### src/status_ind_pkg.sv
// Purpose: Shared constants and types for the scanner status indicator.
// Assumes: One 25 MHz core clock; AXI4-Lite register access.
// Notes:   Counts are derived from times here; long counts are top parameters.
`default_nettype none
package status_ind_pkg;
	// Core clock rate and the times that matter to the indicators
	localparam longint CLK_HZ            = 25_000_000;
	localparam longint BLANK_TIME_S      = 60;
	localparam longint BLANK_CYCLES      = BLANK_TIME_S * CLK_HZ;
	localparam longint BLINK_HALF_MS     = 250;
	localparam longint BLINK_HALF_CYCLES = (BLINK_HALF_MS * CLK_HZ) / 1000;

	// Register byte offsets
	localparam logic [7:0] ADDR_CTRL   = 8'h00;
	localparam logic [7:0] ADDR_STATUS = 8'h04;
	localparam logic [7:0] ADDR_DISP   = 8'h08;

	// Control register fields, writable mask and reset value
	localparam int          CTRL_CFG_LSB    = 0;
	localparam int          CTRL_MANUAL_BIT = 2;
	localparam int          CTRL_TIMED_BIT  = 3;
	localparam int          CTRL_PAGES_LSB  = 8;
	localparam logic [31:0] CTRL_MASK       = 32'h0000_0f0f;
	localparam logic [31:0] CTRL_RESET      = 32'h0000_0105;

	// AXI response codes
	localparam logic [1:0] RESP_OKAY   = 2'h0;
	localparam logic [1:0] RESP_DECERR = 2'h3;

	// Symbol shown in the main display area
	typedef enum logic [3:0] {
		SYM_CLEAR     = 4'h0,
		SYM_FIELD     = 4'h1,
		SYM_READY     = 4'h2,
		SYM_PRESS_OFF = 4'h3,
		SYM_PRESS_ON  = 4'h4,
		SYM_COUNTDOWN = 4'h5,
		SYM_WARN      = 4'h6,
		SYM_FAULT     = 4'h7
	} sym_t;

	// Display states, one-hot
	typedef enum logic [2:0] {
		DISP_OFF     = 3'h1,
		DISP_SUMMARY = 3'h2,
		DISP_DETAIL  = 3'h4
	} disp_state_t;
endpackage
`default_nettype wire

### src/blink_if.sv
// Purpose: Carries the common blink phase from the divider to its users.
// Assumes: Both ends sit on the core clock.
// Notes:   One phase for every flashing element keeps them all in step.
`timescale 1ns/1ps
`default_nettype none
interface blink_if;
	logic phase; // High during the lit half of a blink period
	modport src (output phase);
	modport dst (input  phase);
endinterface
`default_nettype wire

### src/blink_divider.sv
// Purpose: Fixed divider producing the common blink phase.
// Assumes: HALF_COUNT is at least one cycle.
// Notes:   Phase toggles once every HALF_COUNT core cycles.
`timescale 1ns/1ps
`default_nettype none
module blink_divider #(
	parameter logic [31:0] HALF_COUNT = 32'(status_ind_pkg::BLINK_HALF_CYCLES)
) (
	input  wire logic i_core_clk, // Core clock
	input  wire logic i_rstn,     // Asynchronous reset, active low
	blink_if.src      o_blink     // Common blink phase
);
	// Divider state
	typedef struct packed {
		logic [31:0] cnt;   // Cycles into the current half period
		logic        phase; // Current blink phase
	} div_t;

	div_t st;      // Registered state
	div_t next_st; // Next state

	// Count a half period, then flip the phase
	always_comb begin
		next_st = st;
		if (st.cnt >= HALF_COUNT - 32'h1) begin
			next_st.cnt   = 32'h0;
			next_st.phase = ~st.phase;
		end else begin
			next_st.cnt = st.cnt + 32'h1;
		end
	end

	// State register
	always_ff @(posedge i_core_clk or negedge i_rstn) begin
		if (!i_rstn) begin
			st <= '0;
		end else begin
			st <= next_st;
		end
	end

	assign o_blink.phase = st.phase;
endmodule
`default_nettype wire

### src/status_indicator.sv
// Purpose: Drives the status LEDs and the paged status display of the scanner.
// Assumes: Safety states arrive from logic on the core clock; button and
//          Ethernet link/traffic arrive from pins and are synchronised here.
// Notes:   Display content is a symbol code plus fields for the panel driver.
// Function
// - Red steady when field interruption switches output off
// - Red blinks when output off from fault
// - Green lit when any configured output is on
// - Yellow blinks while restart interlock triggered, manual
// - Yellow lit while timed restart delay runs
// - Yellow steady when any warning field interrupted
// - Network LED green once Ethernet link is up
// - Network LED blinks yellow during data traffic
// - Display blanks after 60 s when idle
// - Press on blank display only wakes it
// - Press on active display opens details
// - Page indicator shown; press advances one page
// - Show monitoring case when clear and on
// - Two outputs get own columns showing off
// - Mark on and clear outputs with number
// - Unconfigured outputs stay unmarked on display
// - Show ready-for-reset symbol when field clear
// - Separate reset-pressed symbols for off and on
// - Countdown symbol while timed restart delay runs
// - Warning view shows interrupted and total counts
//
// Our own choices: the AXI4-Lite slave port and the placing of the registers.
`timescale 1ns/1ps
`default_nettype none
module status_indicator #(
	parameter logic [31:0] BLANK_COUNT = 32'(status_ind_pkg::BLANK_CYCLES),
	parameter logic [31:0] BLINK_COUNT = 32'(status_ind_pkg::BLINK_HALF_CYCLES)
) (
	input  wire logic       i_core_clk,       // Core clock, 25 MHz
	input  wire logic       i_rstn,           // Asynchronous reset, active low
	// AXI4-Lite slave
	input  wire logic [7:0] i_s_axi_awaddr,   // Write address
	input  wire logic       i_s_axi_awvalid,  // Write address valid
	output logic            o_s_axi_awready,  // Write address ready
	input  wire logic [31:0] i_s_axi_wdata,   // Write data
	input  wire logic [3:0] i_s_axi_wstrb,    // Write byte strobes
	input  wire logic       i_s_axi_wvalid,   // Write data valid
	output logic            o_s_axi_wready,   // Write data ready
	output logic [1:0]      o_s_axi_bresp,    // Write response
	output logic            o_s_axi_bvalid,   // Write response valid
	input  wire logic       i_s_axi_bready,   // Write response ready
	input  wire logic [7:0] i_s_axi_araddr,   // Read address
	input  wire logic       i_s_axi_arvalid,  // Read address valid
	output logic            o_s_axi_arready,  // Read address ready
	output logic [31:0]     o_s_axi_rdata,    // Read data
	output logic [1:0]      o_s_axi_rresp,    // Read response
	output logic            o_s_axi_rvalid,   // Read data valid
	input  wire logic       i_s_axi_rready,   // Read data ready
	// Internal safety states
	input  wire logic [1:0] i_out_on,         // Safety output in ON state
	input  wire logic [1:0] i_pf_int,         // Protective field cut-off path hit
	input  wire logic       i_fault,          // Outputs off due to a fault
	input  wire logic       i_intlk,          // Restart interlock triggered
	input  wire logic       i_rst_pressed,    // Reset button held
	input  wire logic       i_restart_timer,  // Restart delay running
	input  wire logic [3:0] i_warn_cnt,       // Interrupted warning fields
	input  wire logic [3:0] i_warn_total,     // Warning fields in current case
	input  wire logic [3:0] i_case_num,       // Active monitoring case
	// Pins
	input  wire logic       i_eth_link,       // Ethernet link established
	input  wire logic       i_eth_act,        // Ethernet traffic present
	input  wire logic       i_button,         // Display button, high = pressed
	// Indicators
	output logic            o_led_red,        // OFF-state LED
	output logic            o_led_green,      // ON-state LED
	output logic            o_led_yellow,     // Interlock/warning LED
	output logic            o_net_green,      // Network LED green
	output logic            o_net_yellow,     // Network LED yellow
	output logic            o_disp_on,        // Display lit
	output logic            o_disp_detail,    // Detail pages shown
	output logic [3:0]      o_disp_sym,       // Main symbol code
	output logic            o_disp_flash,     // Display flash phase
	output logic [1:0]      o_disp_col_off,   // Column shows off
	output logic [1:0]      o_disp_col_mark,  // Column marked with number
	output logic            o_disp_case_show, // Show case number
	output logic [3:0]      o_disp_case,      // Case number
	output logic [3:0]      o_disp_warn_left, // Interrupted warning count
	output logic [3:0]      o_disp_warn_right,// Total warning count
	output logic            o_disp_page_show, // Show page indicator
	output logic [3:0]      o_disp_page       // Current detail page
);
	// Complete module state
	typedef struct packed {
		logic [2:0]                 sync1;     // First sync stage
		logic [2:0]                 sync2;     // Second sync stage
		logic                       btn_prev;  // Button, one cycle old
		logic [31:0]                ctrl;      // Control register
		status_ind_pkg::disp_state_t disp;     // Display state
		logic                       disp_on;   // Display lit
		logic [31:0]                idle_cnt;  // Idle cycles before blanking
		logic [3:0]                 page;      // Detail page
		logic                       page_show; // Page indicator on
		logic                       led_red;
		logic                       led_green;
		logic                       led_yellow;
		logic                       net_green;
		logic                       net_yellow;
		status_ind_pkg::sym_t       sym;       // Symbol shown
		logic                       flash;     // Display flash phase
		logic [1:0]                 col_off;
		logic [1:0]                 col_mark;
		logic                       case_show;
		logic [3:0]                 case_num;
		logic [3:0]                 warn_left;
		logic [3:0]                 warn_right;
		logic                       awready;
		logic                       wready;
		logic                       aw_hold;   // Write address captured
		logic                       w_hold;    // Write data captured
		logic [7:0]                 aw_addr;
		logic [31:0]                w_data;
		logic [3:0]                 w_strb;
		logic                       bvalid;
		logic [1:0]                 bresp;
		logic                       arready;
		logic                       rvalid;
		logic [31:0]                rdata;
		logic [1:0]                 rresp;
	} st_t;

	st_t         st;         // Registered state
	st_t         next_st;    // Next state
	logic        phase;      // Common blink phase
	logic        press;      // Button press event
	logic        link;       // Synced link level
	logic        act;        // Synced traffic level
	logic [1:0]  cfg;        // Configured outputs
	logic        manual;     // Manual reset configured
	logic        timed;      // Timed restart configured
	logic [3:0]  pages;      // Detail page count
	logic [1:0]  on_cfg;     // Configured outputs that are on
	logic [1:0]  pf_cfg;     // Configured paths with field hit
	logic        warn;       // Any warning field hit
	logic        notify;     // Something other than all clear
	logic        timeout;    // Idle time used up
	logic [1:0]  wsel;       // Decoded write register
	logic [1:0]  rsel;       // Decoded read register
	logic [31:0] merged;     // Control value after strobes

	blink_if blink ();

	// One divider feeds every flashing element
	blink_divider #(
		.HALF_COUNT(BLINK_COUNT)
	) i_blink_divider (
		.i_core_clk(i_core_clk),
		.i_rstn    (i_rstn),
		.o_blink   (blink)
	);
	assign phase = blink.phase;

	// Register decode: 1 control, 2 status, 3 display, 0 unmapped
	function automatic logic [1:0] reg_sel(input logic [7:0] addr);
		logic [7:0] word;
		word = {addr[7:2], 2'h0};
		if (word == status_ind_pkg::ADDR_CTRL) begin
			reg_sel = 2'h1;
		end else if (word == status_ind_pkg::ADDR_STATUS) begin
			reg_sel = 2'h2;
		end else if (word == status_ind_pkg::ADDR_DISP) begin
			reg_sel = 2'h3;
		end else begin
			reg_sel = 2'h0;
		end
	endfunction

	// Next-state logic for indicators, display and bus
	always_comb begin
		next_st = st;
		// Pin synchronisers; only the second stage is looked at
		next_st.sync1    = {i_eth_act, i_eth_link, i_button};
		next_st.sync2    = st.sync1;
		next_st.btn_prev = st.sync2[0];
		press  = st.sync2[0] & ~st.btn_prev;
		link   = st.sync2[1];
		act    = st.sync2[2];
		// Configuration from the control register
		cfg    = st.ctrl[status_ind_pkg::CTRL_CFG_LSB +: 2];
		manual = st.ctrl[status_ind_pkg::CTRL_MANUAL_BIT];
		timed  = st.ctrl[status_ind_pkg::CTRL_TIMED_BIT];
		pages  = st.ctrl[status_ind_pkg::CTRL_PAGES_LSB +: 4];
		on_cfg = cfg & i_out_on;
		pf_cfg = cfg & i_pf_int;
		warn   = (i_warn_cnt != 4'h0);

		// Red: a fault flashes, a field cut-off is steady
		if (i_fault) begin
			next_st.led_red = phase;
		end else begin
			next_st.led_red = |(pf_cfg & ~i_out_on);
		end
		next_st.led_green = |on_cfg;

		// Yellow: steady conditions win over the interlock flash
		if (warn) begin
			next_st.led_yellow = 1'b1;
		end else if (timed && i_restart_timer) begin
			next_st.led_yellow = 1'b1;
		end else if (manual && i_intlk) begin
			next_st.led_yellow = phase;
		end else begin
			next_st.led_yellow = 1'b0;
		end

		// Bicolour network LED: traffic flashes yellow over link green
		next_st.net_yellow = link & act & phase;
		next_st.net_green  = link & ~next_st.net_yellow;

		// Symbol priority: fault, warning, reset, field, ready, countdown
		if (i_fault) begin
			next_st.sym = status_ind_pkg::SYM_FAULT;
		end else if (warn) begin
			next_st.sym = status_ind_pkg::SYM_WARN;
		end else if (manual && i_rst_pressed) begin
			if (|on_cfg) begin
				next_st.sym = status_ind_pkg::SYM_PRESS_ON;
			end else begin
				next_st.sym = status_ind_pkg::SYM_PRESS_OFF;
			end
		end else if (|pf_cfg) begin
			next_st.sym = status_ind_pkg::SYM_FIELD;
		end else if (manual && i_intlk) begin
			next_st.sym = status_ind_pkg::SYM_READY;
		end else if (timed && i_restart_timer) begin
			next_st.sym = status_ind_pkg::SYM_COUNTDOWN;
		end else begin
			next_st.sym = status_ind_pkg::SYM_CLEAR;
		end
		next_st.flash = (next_st.sym == status_ind_pkg::SYM_FAULT) & phase;

		// Output columns; unconfigured outputs never show anything
		next_st.col_off  = pf_cfg | (cfg & {2{warn}});
		next_st.col_mark = on_cfg & ~next_st.col_off;
		next_st.warn_left  = i_warn_cnt;
		next_st.warn_right = i_warn_total;
		next_st.case_num   = i_case_num;
		next_st.case_show  = (next_st.sym == status_ind_pkg::SYM_CLEAR)
			&& (cfg != 2'h0) && (on_cfg == cfg);

		// Display state; any notification restarts the idle time
		notify  = (next_st.sym != status_ind_pkg::SYM_CLEAR);
		timeout = (st.idle_cnt >= BLANK_COUNT - 32'h1);
		if (notify || press || st.disp == status_ind_pkg::DISP_OFF) begin
			next_st.idle_cnt = 32'h0;
		end else begin
			next_st.idle_cnt = st.idle_cnt + 32'h1;
		end
		case (st.disp)
			status_ind_pkg::DISP_OFF: begin
				// A press here wakes only, it opens nothing
				if (notify || press) begin
					next_st.disp = status_ind_pkg::DISP_SUMMARY;
				end
			end
			status_ind_pkg::DISP_SUMMARY: begin
				if (press) begin
					next_st.disp = status_ind_pkg::DISP_DETAIL;
					next_st.page = 4'h0;
				end else if (!notify && timeout) begin
					next_st.disp = status_ind_pkg::DISP_OFF;
				end
			end
			status_ind_pkg::DISP_DETAIL: begin
				// Past the last page the summary comes back
				if (press) begin
					if (pages > 4'h1 && st.page < pages - 4'h1) begin
						next_st.page = st.page + 4'h1;
					end else begin
						next_st.disp = status_ind_pkg::DISP_SUMMARY;
						next_st.page = 4'h0;
					end
				end else if (!notify && timeout) begin
					next_st.disp = status_ind_pkg::DISP_OFF;
					next_st.page = 4'h0;
				end
			end
			default: begin
				next_st.disp = status_ind_pkg::DISP_SUMMARY;
			end
		endcase
		next_st.disp_on   = (next_st.disp != status_ind_pkg::DISP_OFF);
		next_st.page_show = (next_st.disp == status_ind_pkg::DISP_DETAIL)
			&& (pages > 4'h1);

		// Write channel: address and data are taken in either order
		if (st.bvalid && i_s_axi_bready) begin
			next_st.bvalid = 1'b0;
		end
		if (i_s_axi_awvalid && st.awready) begin
			next_st.aw_hold = 1'b1;
			next_st.aw_addr = i_s_axi_awaddr;
		end
		if (i_s_axi_wvalid && st.wready) begin
			next_st.w_hold = 1'b1;
			next_st.w_data = i_s_axi_wdata;
			next_st.w_strb = i_s_axi_wstrb;
		end
		wsel   = reg_sel(next_st.aw_addr);
		merged = st.ctrl;
		for (int b = 0; b < 4; b++) begin
			if (next_st.w_strb[b]) begin
				merged[b*8 +: 8] = next_st.w_data[b*8 +: 8];
			end
		end
		if (next_st.aw_hold && next_st.w_hold && !next_st.bvalid) begin
			// Status and display are read-only: writes are accepted and dropped
			if (wsel == 2'h1) begin
				next_st.ctrl = merged & status_ind_pkg::CTRL_MASK;
			end
			next_st.bresp   = (wsel == 2'h0) ? status_ind_pkg::RESP_DECERR
				: status_ind_pkg::RESP_OKAY;
			next_st.bvalid  = 1'b1;
			next_st.aw_hold = 1'b0;
			next_st.w_hold  = 1'b0;
		end
		// Hold off new items while a response is waiting
		next_st.awready = !next_st.aw_hold && !next_st.bvalid;
		next_st.wready  = !next_st.w_hold && !next_st.bvalid;

		// Read channel: one cycle from address to data
		if (st.rvalid && i_s_axi_rready) begin
			next_st.rvalid = 1'b0;
		end
		rsel = reg_sel(i_s_axi_araddr);
		if (i_s_axi_arvalid && st.arready) begin
			next_st.rvalid = 1'b1;
			next_st.rresp  = status_ind_pkg::RESP_OKAY;
			if (rsel == 2'h1) begin
				next_st.rdata = st.ctrl;
			end else if (rsel == 2'h2) begin
				next_st.rdata = {20'h0, st.page, 1'b0, st.disp[2], st.disp_on,
					st.net_yellow, st.net_green, st.led_yellow, st.led_green,
					st.led_red};
			end else if (rsel == 2'h3) begin
				next_st.rdata = {10'h0, st.warn_right, st.warn_left, st.case_num,
					st.case_show, st.page_show, st.col_mark, st.col_off, st.sym};
			end else begin
				next_st.rdata = 32'h0;
				next_st.rresp = status_ind_pkg::RESP_DECERR;
			end
		end
		next_st.arready = !next_st.rvalid;
	end

	// State register; display starts lit, bus ready from reset
	always_ff @(posedge i_core_clk or negedge i_rstn) begin
		if (!i_rstn) begin
			st         <= '0;
			st.ctrl    <= status_ind_pkg::CTRL_RESET;
			st.disp    <= status_ind_pkg::DISP_SUMMARY;
			st.disp_on <= 1'b1;
			st.awready <= 1'b1;
			st.wready  <= 1'b1;
			st.arready <= 1'b1;
		end else begin
			st <= next_st;
		end
	end

	// Outputs straight from the state register
	assign o_s_axi_awready   = st.awready;
	assign o_s_axi_wready    = st.wready;
	assign o_s_axi_bresp     = st.bresp;
	assign o_s_axi_bvalid    = st.bvalid;
	assign o_s_axi_arready   = st.arready;
	assign o_s_axi_rdata     = st.rdata;
	assign o_s_axi_rresp     = st.rresp;
	assign o_s_axi_rvalid    = st.rvalid;
	assign o_led_red         = st.led_red;
	assign o_led_green       = st.led_green;
	assign o_led_yellow      = st.led_yellow;
	assign o_net_green       = st.net_green;
	assign o_net_yellow      = st.net_yellow;
	assign o_disp_on         = st.disp_on;
	assign o_disp_detail     = st.disp[2];
	assign o_disp_sym        = st.sym;
	assign o_disp_flash      = st.flash;
	assign o_disp_col_off    = st.col_off;
	assign o_disp_col_mark   = st.col_mark;
	assign o_disp_case_show  = st.case_show;
	assign o_disp_case       = st.case_num;
	assign o_disp_warn_left  = st.warn_left;
	assign o_disp_warn_right = st.warn_right;
	assign o_disp_page_show  = st.page_show;
	assign o_disp_page       = st.page;
endmodule
`default_nettype wire

### config.mk
export PLATFORM = sky130hd
export DESIGN_NAME = status_indicator
export DESIGN_NICKNAME = d
export VERILOG_FILES = /design/src/status_ind_pkg.sv /design/src/blink_if.sv /design/src/blink_divider.sv /design/src/status_indicator.sv
export SDC_FILE = /design/constraint.sdc
export NUM_CORES = 1
export LEC_CHECK = 0
export BUFFER_PORTS_ARGS = -buffer_cell sky130_fd_sc_hd__buf_2
export CAP_MARGIN = 20
export CORE_ASPECT_RATIO = 2
export CORE_MARGIN = 2
export CORE_UTILIZATION = 55
export DETAILED_ROUTE_END_ITERATION = 8
export PLACE_DENSITY = 0.8
export SLEW_MARGIN = 20
export SYNTH_ARGS = -nofsm -noshare
export SYNTH_HDL_FRONTEND = slang
export SYNTH_SLANG_ARGS = --single-unit
### constraint.sdc
create_clock -name i_core_clk -period 3.25 [get_ports i_core_clk]
set_input_delay 0.1625 -clock i_core_clk [delete_from_list [all_inputs] [get_ports i_core_clk]]
set_output_delay 0.1625 -clock i_core_clk [all_outputs]
set_load 0.05 [all_outputs]
==> run summary, run 1 <==
status: complete, no violations
CTS sink cnt: 162
Avg WL per Cell: 15.6 microns
first-pass GRT wire length: 25.4 mm
placed inst area: 0.00781 sq mm
Mapped Cells: 711
Post-layout nets: 911
# IOs: 157
Final min period: 2.73 ns
Die Y: 168 microns
GRT Residual Overflow: 0
post-synth cell types: 51
post-synthesis mux area share: 4.38%
max-slew violations: 0
DP Wirelength: 10.3 mm
placed insts: 928
routed vias/inst: 5.47
xor/xnor share of the synthesized area: 6.13%
fin crit share: 84.0%
Most used DFF post-synth: dfrtp_1
sw frac: 32.1%
Clk pin slew, worst setup/hold paths: 0.07 ns
Area contributors post-synth: dfrtp_1 (52%), buf_4 (6.1%), nor2_1 (4.4%)
Placer Congestion: 0.863
drt pass-1 iters: 5
WL final: 15.4 mm
H-tree depth: 4
power density cells: 635 mW/mm^2
CTS max path bufs: 2
Crit Path Class: register to register
Routed Antenna Nets: 0
sequential fraction of design power: 44.4%
CP arrival: 3.03 ns
# rows: 60
sw power: 1.77 mW
dominant cell type by area after synthesis: dfrtp_1
final instance area: 0.00867 sq mm
EDFF count, synth: 0
startpoint types: register
Num CTS Buffers: 17
Synthesis Warnings: 0
pre-CTS WS: 0.559 ns
simple-gate portion of the synthesized area: 18.4%
endpoint type of the worst setup path: register
adder-cell area share of the yosys netlist: 1.35%
Die X-Extent: 86.2 microns
Total GRT Usage: 22.0%
IO buf count: 115
fmax: 0.366 GHz
Initial Util: 55.9%
CTS tree: yes
CTS root buffer: clkbuf_16
syn_area_per_cell: 10.4 sq um
DR vias: 5404
Resized cells post-CTS: 0
ant diodes: 0
most frequent cells in the layout: dfrtp_1 (154), buf_2 (114), nor2_1 (88)
Logic pwr share: 20.6%
CP required: 3.55 ns
Clock Latency Late Sink: 0.42 ns
Die ar.: 0.0145 sq mm
post-synthesis sequential area ratio: 54.7%
pin count of the biggest net entering global routing: 92
total power: 5.51 mW
post-synthesis compound-gate area fraction: 7.53%
share of layout cells above drive strength 1: 22.8%
Leak: 3.94 nW
P&R area growth vs syn: 16.8%
CTS Hold Bufs: 29
drt drc: 0
top cell type's share of synthesized area: 51.9%
Crit Path Max Fanout: 7
Starting DRT DRC Count: 447
final design utilization: 65.3%
# Post-CTS Setup Buffers: 0
number of antenna violations at the first check in global routing: 2
Async SR Flop Fraction: 100%
largest family of logic cells by synthesized area: simple AND/OR/NAND/NOR gates
synthesized flop and latch total: 162
final setup margin: 0.519 ns
internal power: 3.74 mW
core area: 0.0133 sq mm
max_cap viols: 0
IR drop worst, VDD: 0.000586 V
slew margin rel.: 46.0%
setup tns final: 0 ns
worst min path class: input port to register
clock network power share: 35.0%
Final Non-Filler Cells: 988
Mapped Area: 0.00743 sq mm
Filler cells: 1030
Worst Skew: 0.00995 ns
Hold WS: 0.0168 ns
most common cell after layout, fill and taps aside: dfrtp_1
vias in the first global route: 5337
Setup Viol. Count Final: 0
final hold vios: 0
RSZ-0062 raised after global routing: false
Worst Max-Slew Pin Slew: 0.810 ns
routing by layer:
layer	vias up	wire length (microns)	track usage, %
met5	-	16	0
met4	2	239	7.32
met3	21	940	5.54
li1	2587	-	-
met2	180	7550	35.5
met1	2614	6630	28.8
logic make-up after synthesis:
group	count (synthesis)
and+or+nand+nor	284
DFF	162
AOI/OAI and AO/OA	88
buffers and inverters	87
xor gates and xnor gates	52
muxes	29
adders and majority gates	8
other	1
critical path, stage by stage, from the launching register on:
cell      delay (ns)
dfrtp_1         0.40
ha_1            0.26
nand4_2         0.23
or4_1           0.58
a311oi_1        0.27
nor2_1          0.13
o41a_1          0.44
a211o_1         0.31
Yosys cell counts, drive strengths merged, types with 5 or more instances:
cell type    n
dfstp        8
and3        17
nand4       16
a21oi       15
ha           8
nand3       31
nor3        16
o21ai       34
nor4         8
xor2        29
nand2b       5
dfrtp      154
or4          7
buf         62
nor2b       11
mux2        28
nor2        88
and2         8
nor3b        5
a22oi        8
clkbuf      15
inv         10
xnor2       23
nand2       64
power groups by stage:
stage / Clock (mW) / Sequential, mW / Combinational (mW)
detailed placement: 0 / 2.47 / 1.09
CTS: 1.97 / 2.44 / 1.13
finish: 1.93 / 2.44 / 1.14
global placement: 0 / 2.46 / 1.06
global route: 2.05 / 2.47 / 1.23
floorplan: 0 / 2.56 / 0.759
sequential cells by signal, summed over array words and instances (netlist names), 2 cells and up:
register,flops
pages,4
o_s_axi_rdata,22
o_disp_warn_left,4
o_disp_sym,3
i_blink_divider.st,32
cfg,2
o_disp_case,4
next_st,4
o_disp_warn_right,4
o_disp_col_mark,2
st,54
o_disp_col_off,2
o_disp_page,4
final cells by class:
type                       count  area, sq um  share of cell area, %
timing repair buffer         149          922                   10.6
clock buffer                  17          425                   4.90
multi-input combinational    481         2890                   33.3
clock inverter                14          143                   1.64
inverter                      10         37.5                  0.433
sequential                   162         4060                   46.8
tap                          155          194                   2.24
final timing paths:
kind                                        start                    endpoint  slack, ns  cells after the start
max in group asynchronous                  i_rstn   o_s_axi_arready$_DFF_PN1_       1.99                      3
min reg2reg                next_st[188]$_DFF_PN0_      next_st[187]$_DFF_PN0_       0.35                      0
max                             st[119]$_DFF_PN0_  o_disp_page[2]$_DFFE_PN0P_       0.52                      7
min                             i_s_axi_awaddr[2]            st[77]$_DFF_PN0_       0.02                      2
min in group asynchronous                  i_rstn           st[125]$_DFF_PN0_       0.36                      2
max reg2reg                     st[119]$_DFF_PN0_  o_disp_page[2]$_DFFE_PN0P_       0.52                      7
Note: power is estimated with default switching activity, not from simulation.
==> run 2: changes to the inputs <==
- CORE_UTILIZATION: 55 -> 49
- PLACE_DENSITY: 0.8 -> 0.76
- clock period: 3.25 -> 2.2 ns (I/O delays scaled with it)
==> run 2 against run 1 <==
Compared with the run above: the flow now finishes with violations (negative setup slack); utilization decreased by 2.5 points; sequential cell count did not move; clock power grew 51%; clock skew is 0.00070 ns higher; combinational power up 75%; wire length is 12% higher; design area grew 7.3%; first-iteration DRC count shrank 48%; die area is 12% higher.
==> run summary, run 2 (synthesis gave the netlist of run 1 again) <==
Largest stage delay, worst path: 0.54 ns (was 0.58 ns)
Clk pin slew, worst setup/hold paths: 0.07 ns (about the same)
Num CTS Buffers: 17 (unchanged)
startpoint types: register (unchanged)
Final Non-Filler Cells: 1082 (was 988)
vias in the first global route: 5763 (was 5337)
WL final: 17.2 mm (was 15.4 mm)
Placer Congestion: 0.882 (was 0.863)
Die Y: 178 microns (was 168 microns)
most common cell after layout, fill and taps aside: dfrtp_1 (unchanged)
total power: 8.51 mW (was 5.51 mW)
Clock Latency Late Sink: 0.43 ns (was 0.42 ns)
CP required: 2.52 ns (was 3.55 ns)
Filler cells: 1141 (was 1030)
endpoint type of the worst setup path: register (unchanged)
Routed Antenna Nets: 0 (unchanged)
share of layout cells above drive strength 1: 28.2% (was 22.8%)
fmax: 0.432 GHz (was 0.366 GHz)
Die ar.: 0.0162 sq mm (was 0.0145 sq mm)
Leak: 4.24 nW (was 3.94 nW)
Post-layout nets: 964 (was 911)
CP bufs+invs: 2 (was 0)
number of antenna violations at the first check in global routing: 0 (was 2)
GRT Residual Overflow: 0 (unchanged)
delay-heaviest family, CP: flip-flops (was compound AO/OA/AOI/OAI gates)
crit-path cells: inv_2, ha_4, xnor2_1, ha_1, o21ai_1, a21oi_1, nor3_1, buf_4, o21a_1, a21oi_2, nor4_2 (was ha_1, nand4_2, or4_1, a311oi_1, nor2_1, o41a_1, a211o_1)
IO buf count: 115 (unchanged)
Crit Path Max Fanout: 4 (was 7)
Setup Viol. Count Final: 5 (was 0)
final setup margin: -0.113 ns (was 0.519 ns)
power density cells: 915 mW/mm^2 (was 635 mW/mm^2)
H-tree depth: 4 (unchanged)
pin count of the biggest net entering global routing: 59 (was 92)
routed vias/inst: 5.26 (was 5.47)
failing checks: negative setup slack
Avg WL per Cell: 15.9 microns (was 15.6 microns)
slew margin rel.: 62.3% (was 46.0%)
final hold vios: 0 (unchanged)
CTS root buffer: clkbuf_16 (unchanged)
Die X-Extent: 91.1 microns (was 86.2 microns)
ant diodes: 0 (unchanged)
CTS tree: yes (unchanged)
Worst Max-Slew Pin Slew: 0.563 ns (was 0.810 ns)
# rows: 63 (was 60)
Reg with most FFs: st (unchanged)
DP Wirelength: 11.4 mm (was 10.3 mm)
CTS max path bufs: 2 (unchanged)
Starting DRT DRC Count: 233 (was 447)
flip-flop count of the largest register after layout: 54 (unchanged)
fin crit share: 105% (was 84.0%)
Crit Path Class: register to register (unchanged)
drt pass-1 iters: 5 (unchanged)
max_cap viols: 0 (unchanged)
Final min period: 2.31 ns (was 2.73 ns)
worst min path class: input port to register (unchanged)
status: finished, violations left (was complete, no violations)
first-pass GRT wire length: 27.2 mm (was 25.4 mm)
P&R area growth vs syn: 25.4% (was 16.8%)
core area: 0.0148 sq mm (was 0.0133 sq mm)
drt drc: 0 (unchanged)
CP arrival: 2.63 ns (was 3.03 ns)
Total GRT Usage: 21.2% (was 22.0%)
IR drop worst, VDD: 0.000509 V (was 0.000586 V)
DR vias: 5691 (was 5404)
Initial Util: 50.1% (was 55.9%)
CP max-delay cell: dfstp_2 (was or4_1)
RSZ-0062 raised after global routing: true (was false)
max-slew violations: 0 (unchanged)
CTS sink cnt: 162 (unchanged)
placed insts: 1008 (was 928)
Worst Skew: 0.0107 ns (was 0.00995 ns)
# IOs: 157 (unchanged)
most frequent cells in the layout: dfrtp_1 (154), buf_2 (114), nor2_1 (87) (was dfrtp_1 (154), buf_2 (114), nor2_1 (88))
[run 2: through the flow]
| stage | utilization (%) | setup slack [ns] | cell area, sq um | TNS, ns | hold slack (ns) |
|---|---|---|---|---|---|
| final | 62.8 | -0.113 | 9310 | -0.402 | 0.0163 |
| after global routing | 62.8 | -0.259 | 9310 | -2.56 | 0.0433 |
| after CTS | 62.1 | -0.0930 | 9210 | -0.261 | 0.00400 |
| after detailed placement | 55.4 | -0.124 | 8210 | -0.513 | 0.114 |
| after global placement | 55.4 | -0.110 | 8210 | -0.413 | 0.117 |
| after floorplan | - | -0.0605 | 7520 | -0.158 | -0.186 |
[run 2: worst min-delay path: stages]
cell and delay [ns]:
buf_2 0.07, nor2b_1 0.07, nor2_1 0.09, nor2_1 0.05
[run 2: path summary, 6_finish.rpt]
kind                                   startpoint                          to  slack [ns]  cells after the start
setup / recovery             pages[0]$_DFFE_PN1P_  o_disp_page_show$_DFF_PN0_       -0.11                     11
hold / removal                     i_s_axi_bready            st[84]$_DFF_PN0_        0.02                      4
setup reg to reg             pages[0]$_DFFE_PN1P_  o_disp_page_show$_DFF_PN0_       -0.11                     11
hold reg to reg            next_st[188]$_DFF_PN0_      next_st[187]$_DFF_PN0_        0.35                      0
max in group asynchronous                  i_rstn    o_s_axi_wready$_DFF_PN1_        1.23                      3
min in group asynchronous                  i_rstn           st[128]$_DFF_PN0_        0.21                      2
[run 2: cell type report]
class | instances | area [sq um] | area share [%]
sequential | 162 | 4060 | 43.7
multi-input combinational | 481 | 3000 | 32.3
timing repair buffer | 202 | 1370 | 14.7
clock buffer | 21 | 460 | 4.95
tap | 195 | 244 | 2.62
clock inverter | 11 | 129 | 1.38
inverter | 10 | 37.5 | 0.403
[run 2: report_power, final]
group	internal [mW]	switching, mW
combinational	0.737	1.26
clock	1.74	1.18
sequential	3.37	0.230
total	5.85	2.67
[run 2: metal layers]
metal  vias to the layer above  global-route usage (%)  wire, microns
met4                         0                    11.6            673
met5                         -                       0              0
met3                        48                    4.01            645
met2                       201                    40.4           9890
met1                      2751                    21.4           6020
li1                       2691                       -              -
[run 2: timing repair]
action | CTS | global route
endpoints found under the setup margin | 11 | 47
gates cloned | 0 | 0
resized for setup | 3 | 21
pin swaps | 1 | 10
hold buffers | 39 | 0
setup buffers | 1 | 3
hold endpoints to repair | 93 | 0
